`src/verilog/timer_pwm_regs.vh`:
```
// register offsets, field positions, reset values and timing counts
`ifndef TIMER_PWM_REGS_VH
`define TIMER_PWM_REGS_VH

// ==========================================================
// register byte offsets
`define OFS_FUNCTION_CONTROL 8'h00
`define OFS_RUN_CONTROL 8'h04
`define OFS_CH2_COUNTER 8'h08
`define OFS_CH3_COUNTER 8'h0c
`define OFS_CH4_COUNTER 8'h10
`define OFS_CH3_PERIOD 8'h14
`define OFS_PHASE1_TRANS 8'h18
`define OFS_PHASE2_TRANS 8'h1c
`define OFS_PHASE3_TRANS 8'h20
`define OFS_PHASE1_BUF 8'h24
`define OFS_PHASE2_BUF 8'h28
`define OFS_PHASE3_BUF 8'h2c
`define OFS_CH2_COMPARE_A 8'h30
`define OFS_CH2_COMPARE_B 8'h34
`define OFS_FLAGS 8'h38

// ==========================================================
// function control fields
`define FC_MODE_LO 0
`define FC_MODE_HI 1
`define FC_PHASE_COUNT 2
`define FC_BUF_CH3 3
`define FC_BUF_CH4 4
`define FC_CAPTURE_CH3 5
`define FC_CLEAR_LO 6
`define FC_CLEAR_HI 7
`define FC_PRESCALE_LO 8
`define FC_PRESCALE_HI 9

// combination modes
`define MODE_NORMAL 2'h0
`define MODE_RESET_SYNC 2'h1
`define MODE_COMPLEMENT 2'h2

// ch2 clear select
`define CLEAR_NONE 2'h0
`define CLEAR_ON_A 2'h1
`define CLEAR_ON_B 2'h2

// run control bits
`define RUN_CH2 0
`define RUN_CH3 1
`define RUN_CH4 2

// flag bits
`define FLAG_CH3_MATCH_A 0
`define FLAG_CH4_WRAP 1
`define FLAG_CH2_MATCH_A 2
`define FLAG_CH2_MATCH_B 3
`define FLAG_CH2_WRAP 4

// ==========================================================
// reset values and timing
`define RST_FUNCTION_CONTROL 10'h000
`define RST_COUNTER 16'h0000
`define RST_COMPARE 16'hffff
`define PRESCALE_MAX_DIV 8

`endif

```
`src/verilog/quad_decoder.v`:
```
// quadrature edge decoder for channel 2 phase counting
`timescale 1ns/1ps
module quad_decoder (
	// clock and reset
	input wire clk_sys,
	input wire rst,
	// quadrature inputs
	input wire quad_in_a,
	input wire quad_in_b,
	// one-cycle count pulses
	output reg step_up,
	output reg step_down
);

reg prev_a;
reg prev_b;
wire edge_a;
wire edge_b;
wire up_cond;

assign edge_a = quad_in_a ^ prev_a;
assign edge_b = quad_in_b ^ prev_b;
// a leads b: level of the other input checked at each edge
assign up_cond = (edge_a & (quad_in_a ^ quad_in_b)) |
	(edge_b & ~(quad_in_a ^ quad_in_b));

// ==========================================================
// both edges of both inputs produce one step
always @(posedge clk_sys or posedge rst) begin
	if (rst) begin
		prev_a <= 1'b0;
		prev_b <= 1'b0;
		step_up <= 1'b0;
		step_down <= 1'b0;
	end else begin
		prev_a <= quad_in_a;
		prev_b <= quad_in_b;
		step_up <= up_cond;
		step_down <= (edge_a | edge_b) & ~up_cond;
	end
end

endmodule

```
`src/verilog/timer_comp_pwm_phase_buffer.v`:
```
// channels 2-4 timer: complementary pwm, phase counting, buffering
//
// Summary of operation
// - complementary mode joins channels 3 and 4 into three output pairs
// - phase1/2/3 transition registers set the edges of pairs 1/2/3
// - count down from ch3 period match, up from ch4 underflow
// - outputs change on matches against the three transition registers
// - transition above the period plus one gives constant 0% or 100% output
// - ch3 match a flag sets only while counting up
// - ch4 wrap flag sets on ch4 underflow in complementary mode, on overflow otherwise
// - buffers copy at up-count period match and at ch4 underflow
// - phase counting on ch2 only, ignores prescaler, keeps compares
// - every edge of both quadrature inputs counts
// - buffer registers exist only on channels 3 and 4
// - buffered output compare loads buffer at its own match
// - buffered capture moves old value into buffer as counter loads
// - reset-synchronized mode copies buffers at ch3 period match
//
// Decided for this implementation: the APB register port and the register offsets.
`timescale 1ns/1ps
`include "timer_pwm_regs.vh"
module timer_comp_pwm_phase_buffer (
	// clock and reset
	input wire clk_sys,
	input wire rst,
	// apb slave
	input wire psel,
	input wire penable,
	input wire pwrite,
	input wire [7:0] paddr,
	input wire [31:0] pwdata,
	output reg [31:0] prdata,
	output reg pready,
	output reg pslverr,
	// external inputs
	input wire quad_in_a,
	input wire quad_in_b,
	input wire capture_in_ch3,
	// pwm outputs
	output reg phase1_out,
	output reg phase1_out_comp,
	output reg phase2_out,
	output reg phase2_out_comp,
	output reg phase3_out,
	output reg phase3_out_comp
);

// ==========================================================
// state
reg [9:0] function_control_reg;
reg [2:0] run_control_reg;
reg [15:0] ch2_counter;
reg [15:0] ch3_counter;
reg [15:0] ch4_counter;
reg [15:0] ch3_period_compare;
reg [15:0] phase1_transition;
reg [15:0] phase2_transition;
reg [15:0] phase3_transition;
reg [15:0] phase1_transition_buffer;
reg [15:0] phase2_transition_buffer;
reg [15:0] phase3_transition_buffer;
reg [15:0] compare_a_value;
reg [15:0] compare_b_value;
reg [4:0] flags;
reg count_down;
reg [2:0] presc_count;
reg prev_capture;

wire step_up;
wire step_down;
wire [1:0] mode;
wire [1:0] clear_sel;
wire [2:0] presc_mask;
wire tick;
wire tick2;
wire tick3;
wire tick4;
wire wr;
wire rd;
wire [1:0] pair1;
wire [1:0] pair2;
wire [1:0] pair3;
wire capture_edge;
wire comp_mode;

// ==========================================================
// pwm pair levels: {positive, complement}
function [1:0] pair_level;
	input [1:0] m;
	input [15:0] c3;
	input [15:0] c4;
	input [15:0] gr;
	begin
		if (m == `MODE_COMPLEMENT) begin
			// ch4 trails ch3 by the margin, so the two never overlap;
			// the undershoot value of ch4 is kept out of the compare
			pair_level = {(c4 >= gr) && (c4 != 16'hffff),
				(c3 < gr)};
		end else if (m == `MODE_RESET_SYNC) begin
			pair_level = {(c3 >= gr), (c3 < gr)};
		end else begin
			pair_level = 2'h0;
		end
	end
endfunction

quad_decoder u_quad (
	.clk_sys(clk_sys),
	.rst(rst),
	.quad_in_a(quad_in_a),
	.quad_in_b(quad_in_b),
	.step_up(step_up),
	.step_down(step_down)
);

assign mode = function_control_reg[`FC_MODE_HI:`FC_MODE_LO];
assign comp_mode = (mode == `MODE_COMPLEMENT);
assign clear_sel = function_control_reg[`FC_CLEAR_HI:`FC_CLEAR_LO];
assign presc_mask = (3'h1 <<
	function_control_reg[`FC_PRESCALE_HI:`FC_PRESCALE_LO]) - 3'h1;
assign tick = ((presc_count & presc_mask) == 3'h0);
// phase mode steps bypass the prescaler setting
assign tick2 = function_control_reg[`FC_PHASE_COUNT] ?
	((step_up | step_down) & run_control_reg[`RUN_CH2]) :
	(tick & run_control_reg[`RUN_CH2]);
assign tick3 = tick & run_control_reg[`RUN_CH3];
// in complementary mode ch4 steps together with ch3
assign tick4 = comp_mode ? tick3 : (tick & run_control_reg[`RUN_CH4]);
assign wr = psel & penable & pready & pwrite;
assign rd = psel & penable & ~pready & ~pwrite;
assign capture_edge = capture_in_ch3 & ~prev_capture;
assign pair1 = pair_level(mode, ch3_counter, ch4_counter,
	phase1_transition);
assign pair2 = pair_level(mode, ch3_counter, ch4_counter,
	phase2_transition);
assign pair3 = pair_level(mode, ch3_counter, ch4_counter,
	phase3_transition);

// ==========================================================
// prescaler: free divider, tick every 1, 2, 4 or 8 clocks
always @(posedge clk_sys or posedge rst) begin
	if (rst) begin
		presc_count <= 3'h0;
	end else begin
		presc_count <= presc_count + 3'h1;
	end
end

// ==========================================================
// apb handshake: one wait state, answer and data from flops
always @(posedge clk_sys or posedge rst) begin
	if (rst) begin
		pready <= 1'b0;
		pslverr <= 1'b0;
		prdata <= 32'h00000000;
	end else begin
		pready <= psel & penable & ~pready;
		pslverr <= psel & penable & ~pready &
			((paddr[1:0] != 2'h0) || (paddr > `OFS_FLAGS));
		if (rd) begin
			if (paddr == `OFS_FUNCTION_CONTROL) begin
				prdata <= {22'h0, function_control_reg};
			end else if (paddr == `OFS_RUN_CONTROL) begin
				prdata <= {29'h0, run_control_reg};
			end else if (paddr == `OFS_CH2_COUNTER) begin
				prdata <= {16'h0000, ch2_counter};
			end else if (paddr == `OFS_CH3_COUNTER) begin
				prdata <= {16'h0000, ch3_counter};
			end else if (paddr == `OFS_CH4_COUNTER) begin
				prdata <= {16'h0000, ch4_counter};
			end else if (paddr == `OFS_CH3_PERIOD) begin
				prdata <= {16'h0000, ch3_period_compare};
			end else if (paddr == `OFS_PHASE1_TRANS) begin
				prdata <= {16'h0000, phase1_transition};
			end else if (paddr == `OFS_PHASE2_TRANS) begin
				prdata <= {16'h0000, phase2_transition};
			end else if (paddr == `OFS_PHASE3_TRANS) begin
				prdata <= {16'h0000, phase3_transition};
			end else if (paddr == `OFS_PHASE1_BUF) begin
				prdata <= {16'h0000, phase1_transition_buffer};
			end else if (paddr == `OFS_PHASE2_BUF) begin
				prdata <= {16'h0000, phase2_transition_buffer};
			end else if (paddr == `OFS_PHASE3_BUF) begin
				prdata <= {16'h0000, phase3_transition_buffer};
			end else if (paddr == `OFS_CH2_COMPARE_A) begin
				prdata <= {16'h0000, compare_a_value};
			end else if (paddr == `OFS_CH2_COMPARE_B) begin
				prdata <= {16'h0000, compare_b_value};
			end else if (paddr == `OFS_FLAGS) begin
				prdata <= {27'h0, flags};
			end else begin
				prdata <= 32'h00000000;
			end
		end
	end
end

// ==========================================================
// pwm outputs registered from the pair levels
always @(posedge clk_sys or posedge rst) begin
	if (rst) begin
		phase1_out <= 1'b0;
		phase1_out_comp <= 1'b0;
		phase2_out <= 1'b0;
		phase2_out_comp <= 1'b0;
		phase3_out <= 1'b0;
		phase3_out_comp <= 1'b0;
	end else begin
		phase1_out <= pair1[1];
		phase1_out_comp <= pair1[0];
		phase2_out <= pair2[1];
		phase2_out_comp <= pair2[0];
		phase3_out <= pair3[1];
		phase3_out_comp <= pair3[0];
	end
end

// ==========================================================
// channel 2: phase or prescaled counting, compares, clear
always @(posedge clk_sys or posedge rst) begin
	if (rst) begin
		ch2_counter <= `RST_COUNTER;
	end else if (wr && paddr == `OFS_CH2_COUNTER) begin
		ch2_counter <= pwdata[15:0]; // write beats a step
	end else if (tick2) begin
		if ((clear_sel == `CLEAR_ON_A && ch2_counter == compare_a_value)
			|| (clear_sel == `CLEAR_ON_B &&
			ch2_counter == compare_b_value)) begin
			ch2_counter <= 16'h0000;
		end else if (function_control_reg[`FC_PHASE_COUNT] &&
			step_down) begin
			ch2_counter <= ch2_counter - 16'h0001;
		end else begin
			ch2_counter <= ch2_counter + 16'h0001;
		end
	end
end

// ==========================================================
// channels 3 and 4 counters, direction and buffer transfers
always @(posedge clk_sys or posedge rst) begin
	if (rst) begin
		ch3_counter <= `RST_COUNTER;
		ch4_counter <= `RST_COUNTER;
		count_down <= 1'b0;
		phase1_transition <= `RST_COMPARE;
		phase2_transition <= `RST_COMPARE;
		phase3_transition <= `RST_COMPARE;
		phase1_transition_buffer <= `RST_COMPARE;
		phase2_transition_buffer <= `RST_COMPARE;
		phase3_transition_buffer <= `RST_COMPARE;
		prev_capture <= 1'b0;
	end else begin
		prev_capture <= capture_in_ch3;
		if (!comp_mode) begin
			count_down <= 1'b0;
		end
		// ch3
		if (tick3) begin
			if (comp_mode && !count_down) begin
				ch3_counter <= ch3_counter + 16'h0001;
				if (ch3_counter == ch3_period_compare) begin
					count_down <= 1'b1;
				end
			end else if (comp_mode) begin
				ch3_counter <= ch3_counter - 16'h0001;
			end else if (mode == `MODE_RESET_SYNC &&
				ch3_counter == ch3_period_compare) begin
				ch3_counter <= 16'h0000;
			end else begin
				ch3_counter <= ch3_counter + 16'h0001;
			end
		end
		// ch4 underflow turns both counters back up
		if (tick4) begin
			if (comp_mode && count_down) begin
				ch4_counter <= ch4_counter - 16'h0001;
				if (ch4_counter == 16'h0000) begin
					count_down <= 1'b0;
				end
			end else begin
				ch4_counter <= ch4_counter + 16'h0001;
			end
		end
		// transfers: only ch3 and ch4 carry buffers
		if (comp_mode && tick3 && ((!count_down &&
			ch3_counter == ch3_period_compare) ||
			(count_down && ch4_counter == 16'h0000))) begin
			if (function_control_reg[`FC_BUF_CH3]) begin
				phase1_transition <= phase1_transition_buffer;
			end
			if (function_control_reg[`FC_BUF_CH4]) begin
				phase2_transition <= phase2_transition_buffer;
				phase3_transition <= phase3_transition_buffer;
			end
		end else if (mode == `MODE_RESET_SYNC && tick3 &&
			ch3_counter == ch3_period_compare) begin
			if (function_control_reg[`FC_BUF_CH3]) begin
				phase1_transition <= phase1_transition_buffer;
			end
			if (function_control_reg[`FC_BUF_CH4]) begin
				phase2_transition <= phase2_transition_buffer;
				phase3_transition <= phase3_transition_buffer;
			end
		end else if (mode == `MODE_NORMAL) begin
			// capture: counter in, previous value to the buffer
			if (function_control_reg[`FC_CAPTURE_CH3] && capture_edge) begin
				phase1_transition <= ch3_counter;
				if (function_control_reg[`FC_BUF_CH3]) begin
					phase1_transition_buffer <= phase1_transition;
				end
			end else if (function_control_reg[`FC_BUF_CH3] && tick3 &&
				!function_control_reg[`FC_CAPTURE_CH3] &&
				ch3_counter == phase1_transition) begin
				phase1_transition <= phase1_transition_buffer;
			end
			if (function_control_reg[`FC_BUF_CH4] && tick4) begin
				if (ch4_counter == phase2_transition) begin
					phase2_transition <= phase2_transition_buffer;
				end
				if (ch4_counter == phase3_transition) begin
					phase3_transition <= phase3_transition_buffer;
				end
			end
		end
		// software writes take priority over hardware updates
		if (wr) begin
			if (paddr == `OFS_CH3_COUNTER) begin
				ch3_counter <= pwdata[15:0];
			end else if (paddr == `OFS_CH4_COUNTER) begin
				ch4_counter <= pwdata[15:0];
			end else if (paddr == `OFS_PHASE1_TRANS) begin
				phase1_transition <= pwdata[15:0];
			end else if (paddr == `OFS_PHASE2_TRANS) begin
				phase2_transition <= pwdata[15:0];
			end else if (paddr == `OFS_PHASE3_TRANS) begin
				phase3_transition <= pwdata[15:0];
			end else if (paddr == `OFS_PHASE1_BUF) begin
				phase1_transition_buffer <= pwdata[15:0];
			end else if (paddr == `OFS_PHASE2_BUF) begin
				phase2_transition_buffer <= pwdata[15:0];
			end else if (paddr == `OFS_PHASE3_BUF) begin
				phase3_transition_buffer <= pwdata[15:0];
			end
		end
	end
end

// ==========================================================
// control registers and sticky flags (set beats clear)
always @(posedge clk_sys or posedge rst) begin
	if (rst) begin
		function_control_reg <= `RST_FUNCTION_CONTROL;
		run_control_reg <= 3'h0;
		ch3_period_compare <= `RST_COMPARE;
		compare_a_value <= `RST_COMPARE;
		compare_b_value <= `RST_COMPARE;
		flags <= 5'h00;
	end else begin
		if (wr && paddr == `OFS_FUNCTION_CONTROL) begin
			function_control_reg <= pwdata[9:0];
		end
		if (wr && paddr == `OFS_RUN_CONTROL) begin
			run_control_reg <= pwdata[2:0];
		end
		if (wr && paddr == `OFS_CH3_PERIOD) begin
			ch3_period_compare <= pwdata[15:0];
		end
		if (wr && paddr == `OFS_CH2_COMPARE_A) begin
			compare_a_value <= pwdata[15:0];
		end
		if (wr && paddr == `OFS_CH2_COMPARE_B) begin
			compare_b_value <= pwdata[15:0];
		end
		// write one to clear, then let this cycle's events set
		flags <= (wr && paddr == `OFS_FLAGS) ?
			(flags & ~pwdata[4:0]) : flags;
		if (tick3 && ch3_counter == ch3_period_compare &&
			!(comp_mode && count_down)) begin
			flags[`FLAG_CH3_MATCH_A] <= 1'b1;
		end
		if (tick4 && ((comp_mode && count_down &&
			ch4_counter == 16'h0000) ||
			(!comp_mode && ch4_counter == 16'hffff))) begin
			flags[`FLAG_CH4_WRAP] <= 1'b1;
		end
		if (tick2 && ch2_counter == compare_a_value) begin
			flags[`FLAG_CH2_MATCH_A] <= 1'b1;
		end
		if (tick2 && ch2_counter == compare_b_value) begin
			flags[`FLAG_CH2_MATCH_B] <= 1'b1;
		end
		// quadrature steps only steer direction in phase mode
		if (tick2 && ((function_control_reg[`FC_PHASE_COUNT] &&
			step_down && ch2_counter == 16'h0000) ||
			(!(function_control_reg[`FC_PHASE_COUNT] && step_down) &&
			ch2_counter == 16'hffff))) begin
			flags[`FLAG_CH2_WRAP] <= 1'b1;
		end
	end
end

endmodule

```
`config.mk`:
```
export PLATFORM = sky130hd
export DESIGN_NAME = timer_comp_pwm_phase_buffer
export DESIGN_NICKNAME = d
export VERILOG_FILES = /design/src/verilog/quad_decoder.v /design/src/verilog/timer_comp_pwm_phase_buffer.v
export VERILOG_INCLUDE_DIRS = /design/src /design/src/verilog
export SDC_FILE = /design/constraint.sdc
export NUM_CORES = 1
export LEC_CHECK = 0
export BUFFER_PORTS_ARGS = -buffer_cell sky130_fd_sc_hd__buf_2
export CAP_MARGIN = 20
export CORE_MARGIN = 2
export CORE_UTILIZATION = 55
export DETAILED_ROUTE_END_ITERATION = 10
export PLACE_DENSITY = 0.79
export SETUP_SLACK_MARGIN = 0.02
export SLEW_MARGIN = 20
export SYNTH_ARGS = -nofsm -noshare
export SYNTH_HDL_FRONTEND = slang
export SYNTH_HIERARCHICAL = 1
export SYNTH_SLANG_ARGS = --single-unit
```
`constraint.sdc`:
```
create_clock -name clk_sys -period 9.6 [get_ports clk_sys]
set_input_delay 1.44 -clock clk_sys [delete_from_list [all_inputs] [get_ports clk_sys]]
set_output_delay 1.44 -clock clk_sys [all_outputs]
set_load 0.005 [all_outputs]
```
-- After elaboration in Yosys (flattened, before gate mapping)
Index checks and enable logic that the tools add are counted.
- logic and storage cells: 273
- register bits after elaboration: 259
- output and inout bits: 40
- input bits: 48
- add/sub/neg operators: 8
- shift operators: 1
- bitwise gates (word level): 35
- mux-type cells: 96
- $lt $le $gt $ge: 10
- reductions and logical operators: 61
- eq/ne operators: 27
- operator list (operator ; number):
    2-to-1 mux 16 bit ; 74
    == test 16 bit ; 6
    greater-or-equal comparator 16 bit ; 6
    == test 8 x 6 -> 1 bit (second input constant) ; 7
    adder 16 x 1 -> 16 bit (second input constant) ; 3
    less-than comparator 16 bit ; 3
    subtractor 16 x 1 -> 16 bit (second input constant) ; 3
    logical AND 1 bit ; 37
    == test 16 bit (second input constant) ; 2
    == test 8 x 5 -> 1 bit (second input constant) ; 4
    zero test 16 bit ; 2
    == test 8 x 4 -> 1 bit (second input constant) ; 2
    != test 16 bit (second input constant) ; 1
    AND 1 bit ; 14
    2-to-1 mux 1 bit ; 14
    nonzero test 2 bit ; 7
    2-to-1 mux 2 bit ; 6
    inverter 1 bit ; 12
    2-to-1 mux 5 bit ; 2
    AND reduction 9 bit ; 1
    == test 8 x 3 -> 1 bit (second input constant) ; 1
    > comparator 8 x 6 -> 1 bit (second input constant) ; 1
    zero test 8 bit ; 1
    AND reduction 8 bit ; 1
    other kinds (14) ; 28

-- Longest topological paths before layout
- word-level depth: 17
- mapped depth: 13
- depth with buffers taken out: 12

-- Hierarchy
Netlist, hierarchy kept.
- modules (own cells, without submodules) (module ; area an instance (µm²) ; cells each ; times used):
    timer_comp_pwm_phase_buffer ; 17137.7 ; 1898 ; 1
    quad_decoder ; 161.4 ; 14 ; 1

-- Worst setup path before layout
OpenSTA, ideal clock, no wires.
- kind: input to register
- from: input port paddr[7]
- to: register phase3_transition_buffer[0]
- path slack: 5.986 ns
- data arrival time: 3.532 ns
- stages: 8
- setup time: 0.082 ns
- path through: clkbuf_1 or4b_2 clkbuf_1 nor2_1 and3_1 buf_2 buf_2 mux2_2
- word-level cells in the longest chain between the ends: 3
- RTL lines (item ; RTL line ; text):
    start, declared ; timer_comp_pwm_phase_buffer.v:30 ; input wire [7:0] paddr,
    == test 8 x 6 -> 1 bit (no line) (tied with other cells) ; n/a ;
    inverter 1 bit (no line) ; n/a ;
    AND reduction 9 bit (no line) * ; n/a ;
    end signal, assigned ; timer_comp_pwm_phase_buffer.v:251 ; phase3_transition_buffer <= `RST_COMPARE;
    end signal, assigned ; timer_comp_pwm_phase_buffer.v:343 ; phase3_transition_buffer <= pwdata[15:0];
    end, declared ; timer_comp_pwm_phase_buffer.v:61 ; reg [15:0] phase3_transition_buffer;
Every way passes the cells marked *; elsewhere a longest branch is shown, timed or not.
A chain may end at the register's enable or synchronous reset.

-- Worst setup path in the final report
- from: register function_control_reg[1]
- to: register ch4_counter[15]
- word-level cells in the longest chain between the ends: 7
- RTL lines (item ; RTL line ; text):
    start, declared ; timer_comp_pwm_phase_buffer.v:50 ; reg [9:0] function_control_reg;
    start signal, assigned ; timer_comp_pwm_phase_buffer.v:353 ; function_control_reg <= `RST_FUNCTION_CONTROL;
    start signal, assigned ; timer_comp_pwm_phase_buffer.v:361 ; function_control_reg <= pwdata[9:0];
    == test 2 bit (no line) * ; n/a ;
    logical AND 1 bit ; timer_comp_pwm_phase_buffer.v:276 ; if (comp_mode && count_down) begin
    2-to-1 mux 16 bit ; timer_comp_pwm_phase_buffer.v:276 ;
    2-to-1 mux 16 bit * ; timer_comp_pwm_phase_buffer.v:275 ; if (tick4) begin
    2-to-1 mux 16 bit ; timer_comp_pwm_phase_buffer.v:330 ; end else if (paddr == `OFS_CH4_COUNTER) begin
    2-to-1 mux 16 bit ; timer_comp_pwm_phase_buffer.v:328 ; if (paddr == `OFS_CH3_COUNTER) begin
    2-to-1 mux 16 bit * ; timer_comp_pwm_phase_buffer.v:327 ; if (wr) begin
    end signal, assigned ; timer_comp_pwm_phase_buffer.v:277 ; ch4_counter <= ch4_counter - 16'h0001;
    end signal, assigned ; timer_comp_pwm_phase_buffer.v:282 ; ch4_counter <= ch4_counter + 16'h0001;
    end signal, assigned ; timer_comp_pwm_phase_buffer.v:331 ; ch4_counter <= pwdata[15:0];
    end, declared ; timer_comp_pwm_phase_buffer.v:54 ; reg [15:0] ch4_counter;
Marks and branches as above.

==> impl_metrics.py <==
metrics = {
    "status": {
        "outcome": "completed",
    },
    "clock_tree": {
        "clk_latency_ps": 590,
        "clock-root-buffer": "clkbuf_16",
        "cts.repair.resized": 0,
        "numCtsBuffers": 28,
        "htree_levels": 1,
        "cts_setup_buffers": 0,
        "tritoncts": "yes",
        "cts_hold_buf": 0,
        "clk_path_buf_depth": 3,
        "clk_pin_slew_ps": 60,
        "cts.sink_count": 243,
    },
    "setup_path": {
        "crit_arrival_ps": 5080,
        "crit_fanout": 28,
        "path_class": "register to register",
        "cp-end-kind": "register",
        "r2r_cells": 12,
        "required_ps": 10060,
        "cp-start-kind": "register",
    },
    "sta": {
        "hold_viol": 0,
        "slew_headroom_pct": 28.81,
        "skew_ps": 49.82,
        "worst_pin_slew_ps": 1064,
        "tns_ps": 0,
        "post-route-period-util_pct": 48.06,
        "fmax_ghz": 0.2167,
        "setup-violations-final": 0,
        "period_minus_slack_ps": 4614,
        "drv_slew": 0,
        "rsz0062_at_grt": "false",
    },
    "power_and_ir_drop": {
        "p_int_mw": 1.991,
        "cellPowerDensity_nw_per_um2": 150.7,
        "clkPwrFrac_pct": 41.4,
        "totalPowerFinal_mw": 2.839,
        "switchingPower_uw": 847.7,
        "power_frac_seq_pct": 40.4,
        "vdd_drop_max_mv": 0.1455,
        "power_leakage_nw": 8.521,
        "power.combinational.fraction_pct": 18.2,
        "switching_share_pct": 29.86,
    },
    "logic_synthesis": {
        "syn_area_sq_um": 17300,
        "yosysTopAreaCell": "dfstp_2",
        "yosysUniqueCellTypes": 76,
        "synth-simple-area-share_pct": 15.94,
        "synth-xor-area-share_pct": 3.747,
        "seq_area_frac_synth_pct": 36.19,
        "synth_top_family_by_area": "compound AO/OA/AOI/OAI gates",
        "muxShareOfSynthArea_pct": 10.17,
        "post-synth-top-count-cell": "nor2_1",
        "ys_ff_latch": 243,
        "synthCells": 1912,
        "synth_edf_count": 0,
        "synthAdderAreaFrac_pct": 9.417,
        "synth-main-ff-cell": "dfstp_2",
        "synth_top_area_share_pct": 21.87,
        "async_flop_share_pct": 100.0,
        "ys_top_cells_by_area": "dfstp_2 (22%), dfrtp_1 (14%), ha_1 (9.2%)",
        "synth_compound_area_share_pct": 19.76,
        "yosysWarnings": 6,
        "postSynthAreaPerCell_sq_um": 9.048,
        "synthTopCellsByCount": "nor2_1 (186), nand2_1 (156), a21oi_1 (152)",
    },
    "routing": {
        "drc": 0,
        "met2_length_um": 25810,
        "wl_met1_um": 23870,
        "dr.pass1.iters": 6,
        "wl_met3_um": 6710,
        "routed_wl_um": 59920,
        "vias": 15760,
        "viasPerCell": 6.766,
        "ant_nets": 0,
        "wl_per_cell_um": 25.73,
        "top_layer_used": "met4",
        "drtIter0Drc": 2045,
    },
    "floorplan": {
        "core_area_sq_um": 30750,
        "initial_core_util_pct": 56.26,
        "ioPinCount": 88,
        "die_h_um": 181.4,
        "dieArea_sq_um": 32890,
        "num_rows": 64,
        "die_x_um": 181.4,
    },
    "placed_design": {
        "place_hpwl_um": 41870,
        "place_congestion": 1.003,
        "placed_cells": 2277,
        "portBuffers": 55,
    },
    "global_routing": {
        "grt_overflow": 0,
        "grt_max_degree": 152,
        "antenna_found_initial": 1,
        "grt_use_total_pct": 35.79,
        "grt_pass1_wl_um": 89820,
        "grt_pass1_vias": 14890,
    },
    "cells_and_area": {
        "syn2layout_area_growth_pct": 8.903,
        "num_antenna_cells": 0,
        "layout.nets": 2089,
        "stdcell_count": 2329,
        "drive_gt1_share_pct": 21.47,
    },
    "min_path": {
        "hold_path_depth": 1,
        "hold_path_class": "register to register",
    },
    "job": {
        "drv_cap": 0,
    },
}
==> layout by cell type, fill, tap and decap left out, types with 14 or more instances in the layout <==
master       n
a21o_1      35
a21oi_1    152
a221o_1     15
a221oi_1    16
a31oi_1     26
and3_1      34
buf_2       55
buf_4       28
clkbuf_16   29
conb_1      16
dfrtp_1     99
dfstp_2    144
ha_1       127
inv_1       63
mux2_2     110
mux2i_1     52
nand2_1    156
nand3_1     27
nand4_1     34
nor2_1     183
nor2b_1     17
nor3_1      29
nor4_1      33
o21a_1      26
o21ai_0    110
o221ai_1    14
o22ai_1     32
o31ai_1     21
or3_1       15
xor2_1      62
==> power groups by stage <==
stage / Sequential [mW] / Clock (mW) / Combinational, mW
after floorplan: 1.12 / 0 / 0.374
after global placement: 1.16 / 0 / 0.489
after detailed placement: 1.16 / 0 / 0.503
after CTS: 1.14 / 1.18 / 0.507
after global routing: 1.15 / 1.22 / 0.571
final: 1.15 / 1.17 / 0.516
==> cell type report <==
class | count | area [sq um]
fillers | 2579 | 11910
well taps | 396 | 495.5
flip-flops and latches | 243 | 6261
multi-input cells | 1490 | 10320
inverters | 64 | 252.7
repair buffers | 85 | 508.0
clock buffers | 39 | 793.3
clock inverters | 12 | 212.7
==> kinds of logic after synthesis <==
group	after synthesis
other	1
buffers and inverters	194
adder cells (fa/ha/maj)	129
flip-flops	243
multiplexers	162
AND/OR/NAND/NOR	576
XOR/XNOR	74
AO/OA/AOI/OAI	533
==> worst max-delay path, stage by stage (launching register included) <==
cell and delay, ps:
dfrtp_1 460, nor2b_1 360, nand2_1 570, inv_1 970
ha_1 380, o21a_1 190, o21a_1 160, o211ai_1 160
a2111o_1 450, a31oi_1 220, xnor2_1 110, or3_1 350
a31oi_1 160
==> through the flow <==
stage                     utilization [%]  setup WS, ps  cell area [sq um]  hold WS [ps]
after global placement              57.87          4934              17790         439.7
after detailed placement            57.89          4877              17800         442.4
after CTS                           61.16          5136              18810         451.4
after global routing                61.27          4759              18840         481.3
final                               61.27          4986              18840         448.8
after floorplan                         -          1839              17360         422.3
==> routing by layer <==
metal | global-route usage, % | vias up
met1 | 48.75 | 7676
met2 | 53.27 | 904
met3 | 8.043 | 163
met5 | 0 | -
met4 | 18.76 | 0
li1 | - | 7014
==> final timing paths <==
path	from	to	slack, ps
setup / recovery	function_control_reg[1]	ch4_counter[15]	4990
hold / removal	presc_count[0]	presc_count[0]	450
min in group asynchronous	rst	u_quad/step_down	770
hold reg to reg	presc_count[0]	presc_count[0]	450
setup reg to reg	function_control_reg[1]	ch4_counter[15]	4990
max in group asynchronous	rst	phase1_transition[10]	7340
(Power assumes the default switching activity.)
